--- config.mk ---
export PLATFORM = sky130hd
export DESIGN_NAME = wwg_core
export DESIGN_NICKNAME = d
export VERILOG_FILES = /design/src/wwg_pkg.sv /design/src/wwg_core.sv /design/src/wwg_tick_divider.sv
export VERILOG_INCLUDE_DIRS = /design/src /design/src/src
export SDC_FILE = /design/constraint.sdc
export NUM_CORES = 1
export LEC_CHECK = 0
export BUFFER_PORTS_ARGS = -buffer_cell sky130_fd_sc_hd__buf_2
export CAP_MARGIN = 5
export CORE_ASPECT_RATIO = 2
export CORE_MARGIN = 8
export CORE_UTILIZATION = 50
export DETAILED_ROUTE_END_ITERATION = 16
export PLACE_DENSITY = 0.74
export SLEW_MARGIN = 30
export SYNTH_ARGS = -nofsm -noshare
export SYNTH_HDL_FRONTEND = slang
export SYNTH_HIERARCHICAL = 1
export SYNTH_SLANG_ARGS = --single-unit
--- constraint.sdc ---
create_clock -name mclk -period 3.06 [get_ports mclk]
set_input_delay 0.306 -clock mclk [delete_from_list [all_inputs] [get_ports mclk]]
set_output_delay 0.306 -clock mclk [all_outputs]
set_load 0.02 [all_outputs]
--- src/wwg_defs.svh ---
// Register offsets, field positions, key values and reset values of the windowed watchdog
`ifndef WWG_DEFS_SVH
`define WWG_DEFS_SVH

// Byte offsets on the register port
`define WWG_OFS_CONTROL     8'h00
`define WWG_OFS_KEY         8'h04
`define WWG_OFS_SOURCE      8'h08
`define WWG_OFS_TALLY       8'h0c

// Control word field positions
`define WWG_POS_RST_LATE    31
`define WWG_POS_RST_EARLY   30
`define WWG_POS_WIN_EN      29
`define WWG_POS_CLK_RDY     28
`define WWG_POS_RDY_IE      27
`define WWG_POS_RST_EVAL    20
`define WWG_POS_INT_EVAL    16
`define WWG_POS_INT_EARLY   12
`define WWG_POS_RST_EN      11
`define WWG_POS_INT_EN      10
`define WWG_POS_INT_LATE    9
`define WWG_POS_RUN         8
`define WWG_POS_RST_LVAL    4
`define WWG_POS_INT_LVAL    0

// Key values, first and second write of each pair
`define WWG_KEY_FEED_A      8'ha5
`define WWG_KEY_FEED_B      8'h5a
`define WWG_KEY_START_A     8'hfe
`define WWG_KEY_START_B     8'hed
`define WWG_KEY_STOP_A      8'hde
`define WWG_KEY_STOP_B      8'had

// Reset values
`define WWG_RST_TALLY       32'h0000_0000
`define WWG_RST_CODE        4'h0
`define WWG_RST_SOURCE      3'h0
`define WWG_RST_KEY         8'h00

// Threshold code 0 means two to the power of this
`define WWG_THR_TOP_EXP     5'd31

// Tick source code that yields no ticks at all
`define WWG_SRC_NONE        3'h7

`endif

--- src/wwg_pkg.sv ---
// Types shared by the windowed watchdog modules
package wwg_pkg;

    // Pending first key of a two-write sequence
    typedef enum logic [1:0] {
        KEY_IDLE,
        KEY_FEED1,
        KEY_START1,
        KEY_STOP1
    } wwg_key_t;

    // Register port request
    typedef struct packed {
        logic [7:0]  addr;
        logic [31:0] wrData;
        logic        wrStb;
        logic        rdStb;
    } wwg_bus_t;

    // Whole state of the watchdog core
    typedef struct packed {
        logic [31:0] count;
        logic        rstLate;
        logic        rstEarly;
        logic        winEn;
        logic        clkRdyIe;
        logic [3:0]  rstEarlyVal;
        logic [3:0]  intEarlyVal;
        logic        intEarly;
        logic        rstEn;
        logic        intEn;
        logic        intLate;
        logic        runBit;
        logic [3:0]  rstLateVal;
        logic [3:0]  intLateVal;
        logic        runLive;
        logic        feedPend;
        wwg_key_t    keyState;
        logic [7:0]  keyLast;
        logic [2:0]  tickSel;
        logic [31:0] rdData;
        logic        sysRstReq;
    } wwg_state_t;

    // State of the tick divider
    typedef struct packed {
        logic [11:0] pre;
        logic        tick;
    } wwg_div_state_t;

endpackage

--- src/wwg_core.sv ---
// Windowed watchdog core: key sequences, tally, window checks, events and register port
//
// Implementation choices: the register offsets and the address-and-strobe port.
`timescale 1ns/10ps
`default_nettype none
`include "wwg_defs.svh"

module wwg_core (
    // Clock and power-on reset
    input  wire logic        mclk,
    input  wire logic        nrst,
    // System reset in progress, level from the reset controller on mclk
    input  wire logic        sysResetActive,
    // Register port
    input  wire logic [7:0]  addr,
    input  wire logic [31:0] wrData,
    input  wire logic        wrStb,
    input  wire logic        rdStb,
    output logic [31:0]      rdData,
    // Watchdog outputs
    output logic             wdtIrq,
    output logic             sysRstReq
);

    // Registered state and its next copy
    wwg_pkg::wwg_state_t st;
    wwg_pkg::wwg_state_t next_st;
    // Bus request bundle
    wwg_pkg::wwg_bus_t   bus;
    // Tick enable from the divider
    logic                tickEn;
    // Decoded thresholds in tick counts
    logic [31:0]         thrIntLate;
    logic [31:0]         thrRstLate;
    logic [31:0]         thrIntEarly;
    logic [31:0]         thrRstEarly;
    // Register port decode
    logic                wrCtrl;
    logic                wrKey;
    logic                wrSrc;
    // Key actions, one cycle each
    logic                doFeed;
    logic                doStart;
    logic                doStop;
    // Tick side service strobes
    logic                serveFeed;
    logic                serveRun;
    // Hardware event strobes
    logic                evIntEarly;
    logic                evRstEarly;
    logic                evIntLate;
    logic                evRstLate;
    // Incremented tally
    logic [31:0]         countInc;
    // Clock ready status
    logic                clkRdy;

    // Code n stands for two to the power 31 minus n ticks
    // A shift keeps the decode to one stage instead of a sixteen-entry table
    function automatic logic [31:0] thrDecode(input logic [3:0] code);
        logic [4:0] expo;
        expo = `WWG_THR_TOP_EXP - {1'b0, code};
        return 32'h0000_0001 << expo;
    endfunction

    // Tick enable for the tally
    wwg_tick_divider u_div (
        .mclk    (mclk),
        .nrst    (nrst),
        .tickSel (st.tickSel),
        .tickEn  (tickEn)
    );

    // Gather the port into one bundle
    always_comb begin
        bus.addr   = addr;
        bus.wrData = wrData;
        bus.wrStb  = wrStb;
        bus.rdStb  = rdStb;
    end

    // Thresholds follow the programmed codes
    always_comb begin
        thrIntLate  = thrDecode(st.intLateVal);
        thrRstLate  = thrDecode(st.rstLateVal);
        thrIntEarly = thrDecode(st.intEarlyVal);
        thrRstEarly = thrDecode(st.rstEarlyVal);
    end

    // Address decode of writes
    always_comb begin
        wrCtrl = bus.wrStb && (bus.addr == `WWG_OFS_CONTROL);
        wrKey  = bus.wrStb && (bus.addr == `WWG_OFS_KEY);
        wrSrc  = bus.wrStb && (bus.addr == `WWG_OFS_SOURCE);
    end

    // Second key completes a pair only when it matches the pending first
    always_comb begin
        doFeed  = wrKey && (st.keyState == wwg_pkg::KEY_FEED1)
                  && (bus.wrData[7:0] == `WWG_KEY_FEED_B);
        doStart = wrKey && (st.keyState == wwg_pkg::KEY_START1)
                  && (bus.wrData[7:0] == `WWG_KEY_START_B);
        doStop  = wrKey && (st.keyState == wwg_pkg::KEY_STOP1)
                  && (bus.wrData[7:0] == `WWG_KEY_STOP_B);
    end

    // Tick side takes a feed on a tick, or at once while stopped
    // Stopped means no tally step to collide with, so no wait is needed
    always_comb begin
        serveFeed = st.feedPend && (tickEn || !st.runLive);
        serveRun  = (st.runLive != st.runBit) && tickEn;
        countInc  = st.count + 32'h0000_0001;
    end

    // Window checks at the moment a feed is applied, late checks on each tick
    // Early checks see the tally before the feed clears it
    // Late checks compare the stepped value, so each threshold fires on one tick only
    always_comb begin
        evRstEarly = serveFeed && st.runLive && (st.count < thrRstEarly);
        evIntEarly = serveFeed && st.runLive && (st.count >= thrRstEarly)
                     && (st.count < thrIntEarly);
        evIntLate  = st.runLive && tickEn && !serveFeed
                     && (countInc == thrIntLate);
        evRstLate  = st.runLive && tickEn && !serveFeed
                     && (countInc == thrRstLate);
    end

    // Ready once the tick side has caught up with the run bit
    // A run change undone before the next tick reads ready again at once
    assign clkRdy = (st.runLive == st.runBit);

    // Next state of the whole core
    always_comb begin
        next_st = st;

        // Key sequencer; any other write breaks a feed pair in progress
        if (wrKey) begin
            // Last byte kept for readback whatever its value
            next_st.keyLast = bus.wrData[7:0];
            case (bus.wrData[7:0])
                `WWG_KEY_FEED_A:  next_st.keyState = wwg_pkg::KEY_FEED1;
                `WWG_KEY_START_A: next_st.keyState = wwg_pkg::KEY_START1;
                `WWG_KEY_STOP_A:  next_st.keyState = wwg_pkg::KEY_STOP1;
                default:          next_st.keyState = wwg_pkg::KEY_IDLE;
            endcase
        end else if (bus.wrStb && (st.keyState == wwg_pkg::KEY_FEED1)) begin
            // Feed halves must not be split by another write on the port
            next_st.keyState = wwg_pkg::KEY_IDLE;
        end
        // Start and stop halves wait any length of time
        if (doFeed || doStart || doStop) begin
            next_st.keyState = wwg_pkg::KEY_IDLE;
        end

        // Software writes of the control word
        if (wrCtrl) begin
            next_st.rstLate     = bus.wrData[`WWG_POS_RST_LATE];
            next_st.rstEarly    = bus.wrData[`WWG_POS_RST_EARLY];
            next_st.winEn       = bus.wrData[`WWG_POS_WIN_EN];
            next_st.clkRdyIe    = bus.wrData[`WWG_POS_RDY_IE];
            next_st.rstEarlyVal = bus.wrData[`WWG_POS_RST_EVAL +: 4];
            next_st.intEarlyVal = bus.wrData[`WWG_POS_INT_EVAL +: 4];
            next_st.intEarly    = bus.wrData[`WWG_POS_INT_EARLY];
            next_st.rstEn       = bus.wrData[`WWG_POS_RST_EN];
            next_st.intEn       = bus.wrData[`WWG_POS_INT_EN];
            next_st.intLate     = bus.wrData[`WWG_POS_INT_LATE];
            next_st.runBit      = bus.wrData[`WWG_POS_RUN];
            next_st.rstLateVal  = bus.wrData[`WWG_POS_RST_LVAL +: 4];
            next_st.intLateVal  = bus.wrData[`WWG_POS_INT_LVAL +: 4];
        end

        // Source change only while stopped, so the tick rate never jumps mid-count
        // Limitation: a write while running is dropped with no error flag
        if (wrSrc && !st.runBit && !st.runLive) begin
            next_st.tickSel = bus.wrData[2:0];
        end

        // Key pairs steer the run bit, overriding a plain write
        // Both pairs fall on key writes, so they never meet a control write
        if (doStart) begin
            next_st.runBit = 1'b1;
        end
        if (doStop) begin
            next_st.runBit = 1'b0;
        end

        // Feed request handed to the tick side; a new one wins over the serve
        // The pending bit is the handshake: set here, cleared when served
        if (serveFeed) begin
            next_st.feedPend = 1'b0;
        end
        if (doFeed) begin
            next_st.feedPend = 1'b1;
        end

        // Tick side follows the run bit one tick later
        if (serveRun) begin
            next_st.runLive = st.runBit;
        end

        // Tally: cleared by a feed, otherwise one step per tick while running
        // Clear wins over the step, so a fed tally never starts at one
        if (serveFeed) begin
            next_st.count = `WWG_RST_TALLY;
        end else if (st.runLive && tickEn) begin
            next_st.count = countInc;
        end

        // Flags set whatever the enables say; a set wins over a software clear
        if (evIntEarly) begin
            next_st.intEarly = 1'b1;
        end
        if (evRstEarly) begin
            next_st.rstEarly = 1'b1;
        end
        if (evIntLate) begin
            next_st.intLate = 1'b1;
        end
        if (evRstLate) begin
            next_st.rstLate = 1'b1;
        end

        // Reset request, early ones only with the window on
        // Registered, so the reset controller sees one clean pulse per event
        next_st.sysRstReq = (st.rstEn && evRstLate)
                            || (st.rstEn && st.winEn && evRstEarly);

        // Read data stand the cycle after the read strobe only
        // Zero outside a read keeps stale values off a shared read bus
        next_st.rdData = 32'h0000_0000;
        if (bus.rdStb) begin
            case (bus.addr)
                `WWG_OFS_CONTROL: next_st.rdData = {st.rstLate, st.rstEarly, st.winEn, clkRdy,
                                                    st.clkRdyIe, 3'h0, st.rstEarlyVal,
                                                    st.intEarlyVal, 3'h0, st.intEarly, st.rstEn,
                                                    st.intEn, st.intLate, st.runBit,
                                                    st.rstLateVal, st.intLateVal};
                `WWG_OFS_KEY:     next_st.rdData = {24'h00_0000, st.keyLast};
                `WWG_OFS_SOURCE:  next_st.rdData = {29'h0000_0000, st.tickSel};
                `WWG_OFS_TALLY:   next_st.rdData = st.count;
                default:          next_st.rdData = 32'h0000_0000;
            endcase
        end

        // System reset zeroes the tally and settings, but run and flags survive
        // Key state, last key and tick source ride through too; only power-on clears them
        if (sysResetActive) begin
            next_st.count       = `WWG_RST_TALLY;
            next_st.winEn       = 1'b0;
            next_st.clkRdyIe    = 1'b0;
            next_st.rstEarlyVal = `WWG_RST_CODE;
            next_st.intEarlyVal = `WWG_RST_CODE;
            next_st.rstEn       = 1'b0;
            next_st.intEn       = 1'b0;
            next_st.rstLateVal  = `WWG_RST_CODE;
            next_st.intLateVal  = `WWG_RST_CODE;
            next_st.feedPend    = 1'b0;
            next_st.sysRstReq   = 1'b0;
        end
    end

    // Register the whole core; power-on reset clears everything
    // Field resets spelled out so the power-on view of each field is plain
    always_ff @(posedge mclk or negedge nrst) begin
        if (!nrst) begin
            st          <= '0;
            st.keyState <= wwg_pkg::KEY_IDLE;
            st.keyLast  <= `WWG_RST_KEY;
            st.tickSel  <= `WWG_RST_SOURCE;
            st.count    <= `WWG_RST_TALLY;
        end else begin
            st <= next_st;
        end
    end

    // Interrupt: both windows under one enable, ready under its own gate
    // A level, not a pulse: it stays up until the flag or the enable is cleared
    always_comb begin
        wdtIrq = (st.intEn && (st.intLate || (st.winEn && st.intEarly)))
                 || (st.clkRdyIe && clkRdy);
    end

    // Data outputs straight from flops
    // No logic after the flops, so the outputs carry no glitches
    assign rdData    = st.rdData;
    assign sysRstReq = st.sysRstReq;

endmodule

`default_nettype wire

--- src/wwg_tick_divider.sv ---
// Tick enable generator for the watchdog tally, rate chosen by the source select
`timescale 1ns/10ps
`default_nettype none
`include "wwg_defs.svh"

module wwg_tick_divider (
    // Clock and reset
    input  wire logic       mclk,
    input  wire logic       nrst,
    // Source select
    input  wire logic [2:0] tickSel,
    // One-cycle tick enable
    output logic            tickEn
);

    // Registered state and its next copy
    wwg_pkg::wwg_div_state_t st;
    wwg_pkg::wwg_div_state_t next_st;
    // Divider mask for the chosen source
    logic [11:0]             mask;

    // Source n divides by four to the power n; the top code gives no ticks
    always_comb begin
        mask = 12'h000;
        case (tickSel)
            3'h0: mask = 12'h000;
            3'h1: mask = 12'h003;
            3'h2: mask = 12'h00f;
            3'h3: mask = 12'h03f;
            3'h4: mask = 12'h0ff;
            3'h5: mask = 12'h3ff;
            3'h6: mask = 12'hfff;
            default: mask = 12'h000;
        endcase
        // Free-running prescaler, so a source change takes effect at once
        next_st.pre  = st.pre + 12'h001;
        next_st.tick = ((st.pre & mask) == mask) && (tickSel != `WWG_SRC_NONE);
    end

    // Register the divider state
    always_ff @(posedge mclk or negedge nrst) begin
        if (!nrst) begin
            st <= '0;
        end else begin
            st <= next_st;
        end
    end

    // Tick comes straight from a flop
    assign tickEn = st.tick;

endmodule

`default_nettype wire

==> impl_metrics.yaml, run 1 <==
floorplan:
  die_y_um: 199.5
  dieArea_mm2: 0.02149
  die_x_um: 107.7
  initial_utilization_pct: 50.70
  row_count: 67
  core_mm2: 0.01660
  ioPinCount: 79
synth:
  synth-edff-count: 0
  synthArstFlopShare_pct: 100.0
  synthTopCellsByArea: "dfrtp_1 (35%), nand2_1 (5.7%), ha_1 (5.2%)"
  ys_types: 74
  synth-seq-cells: 118
  yosys_warnings: 6
  yosys.area.top_type_share_pct: 35.09
  yosysTopAreaCell: "dfrtp_1"
  netlist_instances: 1008
  synth_nets: 1088
  ys_seq_area_share_pct: 35.09
  syn_area_mm2: 0.008416
  synth_top_flop_cell: "dfrtp_1"
  synth.avg_cell_area_um2: 8.349
worst_hold_path:
  min_path_type: "in2reg"
global_route:
  grt_usage_pct: 25.48
  antenna_found_initial: 0
  grt_pass1_wl_um: 42620
  gr-total-overflow: 0
  grt_pass1_vias: 8087
  grt_max_degree: 61
sta:
  whs_ps: 100.5
  period_needed_ps: 2907
  fin_skew_ps: 21.86
  setup_violations: 0
  worst_pin_slew_ps: 844.5
  max_freq_ghz: 0.3440
  hold_viol: 0
  finalMaxSlewViolations: 0
  grt_setup_unrepaired: "no"
  setup_tns_ps: 0
  slew-limit-headroom_pct: 43.70
  min_period_over_period_pct: 95.01
final_layout:
  drive_gt1_share_pct: 21.05
  n_antenna_cell: 0
  layout_commonest_cell: "nand2_1"
  fillCellCount: 1467
  flow.area_growth_from_synthesis_pct: 17.20
  layout.nets: 1150
  layout_common_cells: "nand2_1 (128), dfrtp_1 (117), nor2_1 (100), buf_4 (83), buf_2 (70)"
routing:
  drt_iter0_drc: 690
  drtAntennaViolNets: 0
  vias: 8243
  wl_um: 26670
  drc: 0
  drt_first_pass_iters: 7
  routed_via_density: 6.390
  wl_per_cell_um: 20.67
critical_path:
  cp-end-kind: "register"
  ff2ff_setup_slack_ps: 150
  cp_max_fo: 9
  cp.required_ps: 3410
  critPathLaunch: "st[73]$_DFFE_PN0P_"
  start_kind: "register"
  rr_worst_depth: 10
  crit_type: "reg2reg"
  r2r_end: "st[57]$_DFFE_PN0P_"
  reg2reg_from: "st[73]$_DFFE_PN0P_"
  cp-endpoint: "st[57]$_DFFE_PN0P_"
  arrival_ps: 3260
clocking:
  cts.sinks: 118
  path_clk_slew_ps: 60
  cts_max_path_buffers: 2
  clock_latency_ps: 440
  cts_tree: "yes"
  root_buffer: "clkbuf_16"
  numCtsBuffers: 17
  htreeDepth: 4
placed_design:
  place.detailed.hpwl_um: 19260
  port_buffers: 71
  gp_congestion: 0.9720
flow_run:
  maxCapViolCount: 0
power_and_ir_drop:
  p_int_mw: 3.186
  leakagePower_nw: 4.353
  comb_power_share_pct: 5.1
  clkPwrFrac_pct: 56.2
  powerDensity_mw_per_mm2: 417.5
  p_seq_share_pct: 38.7
  switching_share_pct: 22.62
  vdd_drop_max_mv: 0.2991
  p_switching_uw: 931.3
outcome:
  status: "completed"
metal layers:
layer	global-route usage, %	part of all wire [%]	vias to the layer above	wire, um
met3	5.006	8.7	86	2318
met1	32.47	40	3974	10660
met2	39.54	47	449	12510
li1	-	-	3734	-
met5	0	0	-	0
met4	13.77	4.4	0	1183
worst min-delay path by stage:
stage	start	to	slack (ps)	cells after the start
after detailed placement	nrst	u_div/st[1]$_DFF_PN0_	240	1
after CTS	wrData[30]	st[71]$_DFFE_PN0P_	100	3
after global routing	wrData[10]	st[58]$_DFFE_PN0P_	110	3
final	wrData[29]	st[70]$_DFFE_PN0P_	100	3
after global placement	nrst	u_div/st[4]$_DFF_PN0_	230	1
after floorplan	nrst	rdData[0]$_DFF_PN0_	10	0
stage by stage:
stage | cell area (um^2) | worst slack (ps) | total power, mW | std cells | utilization (%)
floorplan | 8428 | 103.6 | 1.714 | 1008 | -
global placement | 9110 | 89.93 | 1.823 | 1255 | 54.88
detailed placement | 9110 | 95.59 | 1.829 | 1255 | 54.88
CTS | 9796 | 59.33 | 4.137 | 1288 | 59.02
global route | 9863 | 21.42 | 4.228 | 1290 | 59.42
finish | 9863 | 152.8 | 4.118 | 1290 | 59.42
critical path, cell delays in order, from the launching register on:
cell,delay (ps)
dfrtp_1,450
ha_1,200
buf_4,170
nand4_1,130
or4_1,520
o21ai_1,240
nand2_1,110
or3b_2,470
a32oi_1,240
o2111ai_1,160
o21ai_1,160
cell type report:
cell class / instances / area (um^2) / area share, %
inverters: 15 / 56.30 / 0.5708
clock buffers: 22 / 484.2 / 4.909
well taps: 207 / 259.0 / 2.626
repair buffers: 155 / 1003 / 10.17
clock inverters: 10 / 191.4 / 1.941
multi-input cells: 763 / 4915 / 49.83
flip-flops and latches: 118 / 2954 / 29.95
repair_timing:
| action | in CTS | in global routing |
|---|---|---|
| buffers inserted | 0 | 2 |
| setup endpoints to repair | 0 | 3 |
| endpoints found under the hold margin | 22 | 0 |
| resized for setup | 0 | 10 |
| hold buffers | 1 | 0 |
power by group through the flow:
| stage | Sequential [mW] | Combinational, mW | Clock [mW] |
|---|---|---|---|
| after floorplan | 1.61 | 0.0994 | 0 |
| after global placement | 1.62 | 0.203 | 0 |
| after detailed placement | 1.62 | 0.208 | 0 |
| after CTS | 1.59 | 0.211 | 2.33 |
| after global routing | 1.59 | 0.236 | 2.40 |
| final | 1.59 | 0.211 | 2.31 |
state kept, by name, indices dropped and copies added (netlist names):
register,cells
st,72
rdData,32
u_div/st,12
sysRstReq,1
u_div/tickEn,1
cell usage after synthesis, drive strengths merged (4+ instances only):
master   instances
nand2          128
dfrtp          118
nor2           100
clkbuf          66
o21ai           58
a21oi           50
nand3           50
buf             46
nand4           38
ha              35
xnor2           24
mux2i           20
nor3            19
a22oi           18
xor2            17
and3            16
inv             15
nor4            14
o31ai           14
mux2            13
nor2b           13
a21o            12
a31oi           10
nand3b          10
nand2b           7
o41ai            7
or3              7
or4              7
o21a             6
and2             5
nand4b           5
o211ai           5
a2111oi          4
a211oi           4
o2111ai          4
kinds of logic after synthesis:
logic type | after synthesis | synth area share [%]
AOI/OAI and AO/OA | 217 | 16.93
xor gates and xnor gates | 41 | 4.356
adders and majority gates | 35 | 5.204
buffers and inverters | 127 | 7.330
DFF | 118 | 35.09
muxes | 36 | 4.921
and+or+nand+nor | 434 | 26.17
(Power assumes the default switching activity.)
==> run 2, diff against run 1 <==
--- a/config.mk
+++ b/config.mk
@@ -10,9 +10,9 @@
 export CAP_MARGIN = 5
 export CORE_ASPECT_RATIO = 2
 export CORE_MARGIN = 8
-export CORE_UTILIZATION = 50
+export CORE_UTILIZATION = 45
 export DETAILED_ROUTE_END_ITERATION = 16
-export PLACE_DENSITY = 0.74
+export PLACE_DENSITY = 0.68
 export SLEW_MARGIN = 30
 export SYNTH_ARGS = -nofsm -noshare
 export SYNTH_HDL_FRONTEND = slang
==> constraint.sdc (replaced) <==
create_clock -name mclk -period 3.06 [get_ports mclk]
set_input_delay 0.612 -clock mclk [delete_from_list [all_inputs] [get_ports mclk]]
set_output_delay 0.612 -clock mclk [all_outputs]
set_load 0.02 [all_outputs]
==> run 2 against run 1 <==
Net effect: sequential power is essentially flat; highest routed layer unchanged; wire length shrank 2.3%; critical path depth is the same; combinational power is essentially flat; global-route usage shrank 3.1 points; clock skew shrank 7.8 ps; flip-flop and latch count is the same; power shrank 9.6%; hold slack gained 97 ps; critical endpoint is now st[72]$_DFFE_PN0P_; register-to-register slack lost 90 ps; first-iteration DRC count grew 8.3%; non-clock buffer count shrank 4.
==> impl_metrics.yaml, run 2 (same netlist as run 1, synthesis figures left out) <==
outcome:
  status: "completed"
clocking:
  cts.sinks: 118
  root_buffer: "clkbuf_16"
  clock_latency_ps: 430
  postCtsSetupRepairBufs: 0
  cts_tree: "yes"
  numCtsBuffers: 17
  postCtsHoldBufs: 0
  htreeDepth: 4
  cts_max_path_buffers: 2
  path_clk_slew_ps: 70
sta:
  finalMaxSlewViolations: 0
  fin_ws_ps: 63.39
  setup_tns_ps: 0
  slew-limit-headroom_pct: 41.10
  fin_skew_ps: 14.02
  worst_pin_slew_ps: 880.3
  hold_viol: 0
  setup_violations: 0
  whs_ps: 197.5
  grt_setup_unrepaired: "no"
  max_freq_ghz: 0.3337
  period_needed_ps: 2997
  min_period_over_period_pct: 97.93
final_layout:
  n_antenna_cell: 0
  drive_gt1_share_pct: 20.95
  post-route-util_pct: 52.38
  design_area_mm2: 0.009724
  flow.area_growth_from_synthesis_pct: 15.55
  layout.nets: 1146
  layout_commonest_cell: "nand2_1"
  largest_reg_flops: 72
  layout_common_cells: "nand2_1 (128), dfrtp_1 (117), nor2_1 (100), buf_4 (79), buf_2 (70)"
  fin_cells: 1298
  fillCellCount: 1744
  top_register: "st"
floorplan:
  die_x_um: 112.7
  initial_utilization_pct: 45.33
  dieArea_mm2: 0.02360
  die_y_um: 209.4
  ioPinCount: 79
  core_mm2: 0.01857
  row_count: 71
routing:
  vias: 7901
  wl_um: 26070
  routed_via_density: 6.087
  wl_per_cell_um: 20.08
  drc: 0
  drt_iter0_drc: 747
  drt_first_pass_iters: 8
  drtAntennaViolNets: 0
power_and_ir_drop:
  leakagePower_nw: 4.278
  powerDensity_mw_per_mm2: 383.0
  total_power_mw: 3.724
  vdd_drop_max_mv: 0.3356
critical_path:
  r2r_end: "st[72]$_DFFE_PN0P_"
  cp.required_ps: 3360
  arrival_ps: 3300
  critPathLaunch: "st[74]$_DFFE_PN0P_"
  cp_max_fo: 5
  rr_worst_depth: 10
  cp-end-kind: "register"
  ff2ff_setup_slack_ps: 60
  crit_type: "reg2reg"
  start_kind: "register"
  reg2reg_from: "st[74]$_DFFE_PN0P_"
placed_design:
  gp_congestion: 1.012
  dp_worst_setup_slack_ps: 86.03
  placed_cells: 1266
  port_buffers: 71
  place.detailed.hpwl_um: 19370
  placed_area_mm2: 0.009133
worst_hold_path:
  min_path_type: "in2async"
global_route:
  grt_pass1_vias: 7827
  grt_pass1_wl_um: 41750
  grt_max_degree: 76
  gr-total-overflow: 0
  grt_usage_pct: 22.42
  antenna_found_initial: 0
flow_run:
  maxCapViolCount: 0
## run 2: worst max-delay path: stages (launching register included)
cell      delay [ps]
dfrtp_1          450
ha_1             210
nand2_1          110
or4_1            590
or4_1            530
buf_4            190
o31ai_1          240
a221oi_1          90
and4b_1          230
nand4_1          150
o21ai_1           90
## run 2: worst max-delay path by stage
stage,endpoint
after detailed placement,sysRstReq$_DFF_PN0_
after floorplan,sysRstReq$_DFF_PN0_
after global routing,st[72]$_DFFE_PN0P_
final,st[72]$_DFFE_PN0P_
after CTS,sysRstReq$_DFF_PN0_
after global placement,sysRstReq$_DFF_PN0_
## run 2: final cells by class
cell class                 count  area [um^2]  area share, %
multi-input combinational    763         4897          50.36
sequential                   118         2954          30.38
timing repair buffer         151        983.4          10.11
tap                          219        274.0          2.818
inverter                      15        56.30         0.5790
clock buffer                  17        425.4          4.375
clock inverter                15        133.9          1.377
## run 2: where the power goes
part	total (mW)	switching [mW]	internal (mW)
Combinational	0.212	0.136	0.0760
Clock	1.92	0.847	1.07
Sequential	1.59	0.0190	1.58
## run 2: repair_timing
item,CTS,global route
endpoints found under the setup margin,0,2
resized for setup,0,8
hold endpoints to repair,0,0
## run 2: routing by layer
layer  routed length (um)  up-vias  track usage, %
li1                     -     3731               -
met1                11110     3811           28.59
met2                12450      304           36.11
met3                 1609       55           3.828
met4                  894        0           10.31
met5                    0        -               0
==> run 3, diff against run 2 <==
--- a/config.mk
+++ b/config.mk
@@ -8,12 +8,14 @@
 export LEC_CHECK = 0
 export BUFFER_PORTS_ARGS = -buffer_cell sky130_fd_sc_hd__buf_2
 export CAP_MARGIN = 5
+export CELL_PAD_IN_SITES_DETAIL_PLACEMENT = 0
+export CELL_PAD_IN_SITES_GLOBAL_PLACEMENT = 2
 export CORE_ASPECT_RATIO = 2
 export CORE_MARGIN = 8
-export CORE_UTILIZATION = 45
+export CORE_UTILIZATION = 33
 export DETAILED_ROUTE_END_ITERATION = 16
-export PLACE_DENSITY = 0.68
-export SLEW_MARGIN = 30
+export PLACE_DENSITY = 0.79
+export REMOVE_ABC_BUFFERS = 1
 export SYNTH_ARGS = -nofsm -noshare
 export SYNTH_HDL_FRONTEND = slang
 export SYNTH_HIERARCHICAL = 1
==> run 3 against run 2 <==
Net effect: sequential power barely moved; non-clock buffer count rose by 16; power rose by 1.5%; register-to-register slack barely moved; worst setup slack improved by 9.6 ps; wire length rose by 16%; first-iteration DRC count fell by 46%; final area rose by 2.9%; clock skew fell by 4.4 ps; sequential share of layout area fell by 0.88 points; critical endpoint is now sysRstReq$_DFF_PN0_; largest cell class unchanged.
==> impl_metrics.yaml, run 3 (same netlist as run 1, synthesis figures left out) <==
routing:
  vias: 7896
  wl_um: 30330
  drc: 0
  drt_iter0_drc: 402
  wl_per_cell_um: 21.18
  routed_via_density: 5.514
  drtAntennaViolNets: 0
  drt_first_pass_iters: 5
floorplan:
  ioPinCount: 79
  initial_utilization_pct: 33.62
  dieArea_mm2: 0.03118
  row_count: 82
  die_y_um: 241.8
  core_mm2: 0.02503
  die_x_um: 128.9
critical_path:
  reg2reg_from: "st[73]$_DFFE_PN0P_"
  start_kind: "register"
  cp_max_fo: 5
  cp-end-kind: "register"
  critPathLaunch: "st[73]$_DFFE_PN0P_"
  cp.required_ps: 3410
  crit_type: "reg2reg"
  arrival_ps: 3340
outcome:
  status: "completed"
clocking:
  cts_max_path_buffers: 2
  cts_tree: "yes"
  root_buffer: "clkbuf_16"
  path_clk_slew_ps: 60
  postCtsHoldBufs: 0
  cts.sinks: 118
  htreeDepth: 4
  clock_latency_ps: 440
  numCtsBuffers: 17
final_layout:
  layout_common_cells: "nand2_1 (128), dfrtp_1 (118), nor2_1 (100), buf_4 (95), buf_2 (70)"
  largest_reg_flops: 72
  layout.nets: 1162
  layout_commonest_cell: "nand2_1"
  flow.area_growth_from_synthesis_pct: 18.96
  top_register: "st"
  post-route-util_pct: 39.99
  drive_gt1_share_pct: 21.83
  fin_cells: 1432
  fillCellCount: 2700
worst_hold_path:
  min_path_type: "in2async"
sta:
  period_needed_ps: 2987
  worst_pin_slew_ps: 888.7
  fin_skew_ps: 9.599
  fin_ws_ps: 72.98
  finalMaxSlewViolations: 0
  min_period_over_period_pct: 97.61
  slew-limit-headroom_pct: 40.75
  setup_tns_ps: 0
  setup_violations: 0
  hold_viol: 0
  max_freq_ghz: 0.3348
  grt_setup_unrepaired: "yes"
placed_design:
  place.detailed.hpwl_um: 23310
  placed_cells: 1395
  gp_congestion: 0.9052
  port_buffers: 71
  dp_worst_setup_slack_ps: 47.67
global_route:
  grt_pass1_vias: 8259
  grt_usage_pct: 20.11
  gr-total-overflow: 0
  antenna_found_initial: 0
  grt_pass1_wl_um: 47380
  grt_max_degree: 43
power_and_ir_drop:
  total_power_mw: 3.779
  vdd_drop_max_mv: 0.4284
  leakagePower_nw: 4.381
  powerDensity_mw_per_mm2: 377.5
flow_run:
  maxCapViolCount: 0
run 3: changes by cell type in the layout (fill, tap and decap cells not counted), sizes merged:
cell / delta
buf: +16
bufinv: +1
clkbuf: +1
clkinv: +3
clkinvlp: -1
diode: +1
inv: -4
run 3: where the power goes:
group | switching, mW | leakage, nW | internal (mW)
Combinational | 0.146 | 2.51 | 0.0756
Clock | 0.829 | 0.275 | 1.14
Sequential | 0.0171 | 1.60 | 1.57
run 3: worst max-delay path: stages (launching register included):
cell       delay (ps)
dfrtp_1           430
nand2_1           100
or4_4             590
a2111o_1          410
a211o_1           330
a2111oi_4         370
and4b_1           280
nand4_1           180
o21ai_1           200
run 3: stage by stage:
stage          area, um^2  hold WS [ps]
3_5_place_dp         9354         458.5
4_1_cts              9923         205.1
6_report            10010         216.4
2_1_floorplan        7855         316.4
5_1_grt             10010         247.9
3_3_place_gp         9354         457.2
run 3: timing repair:
action	4_1_cts	5_1_grt
buffers inserted	0	4
gates resized for setup	0	9
endpoints found under the setup margin	0	3
hold endpoints to repair	0	0
run 3: per-layer routing:
metal | share of wire [%] | global-route usage [%] | vias to the layer above
li1 | - | - | 3754
met1 | 35 | 19.36 | 3834
met2 | 55 | 37.15 | 218
met3 | 3.2 | 3.241 | 90
met4 | 6.9 | 14.54 | 0
met5 | 0 | 0 | -
run 3: cell type report:
type | instances | area [um^2] | area share (%)
multi-input cells | 763 | 4906 | 49.01
flip-flops and latches | 118 | 2953 | 29.50
repair buffers | 167 | 1104 | 11.02
clock buffers | 18 | 429.2 | 4.287
well taps | 336 | 420.4 | 4.199
clock inverters | 14 | 140.1 | 1.400
inverters | 15 | 56.30 | 0.5624
diodes | 1 | 2.502 | 0.02500
run 3: worst paths after layout:
path	endpoint	slack, ps	depth (start not counted)
worst max-delay path	sysRstReq$_DFF_PN0_	70	8
worst min-delay path	st[103]$_DFFE_PN0P_	220	1
worst max register to register	sysRstReq$_DFF_PN0_	70	8
worst min register to register	u_div/st[12]$_DFF_PN0_	470	1
max in group asynchronous	rdData[22]$_DFF_PN0_	2180	2
min in group mclk	st[69]$_DFFE_PN0P_	400	3
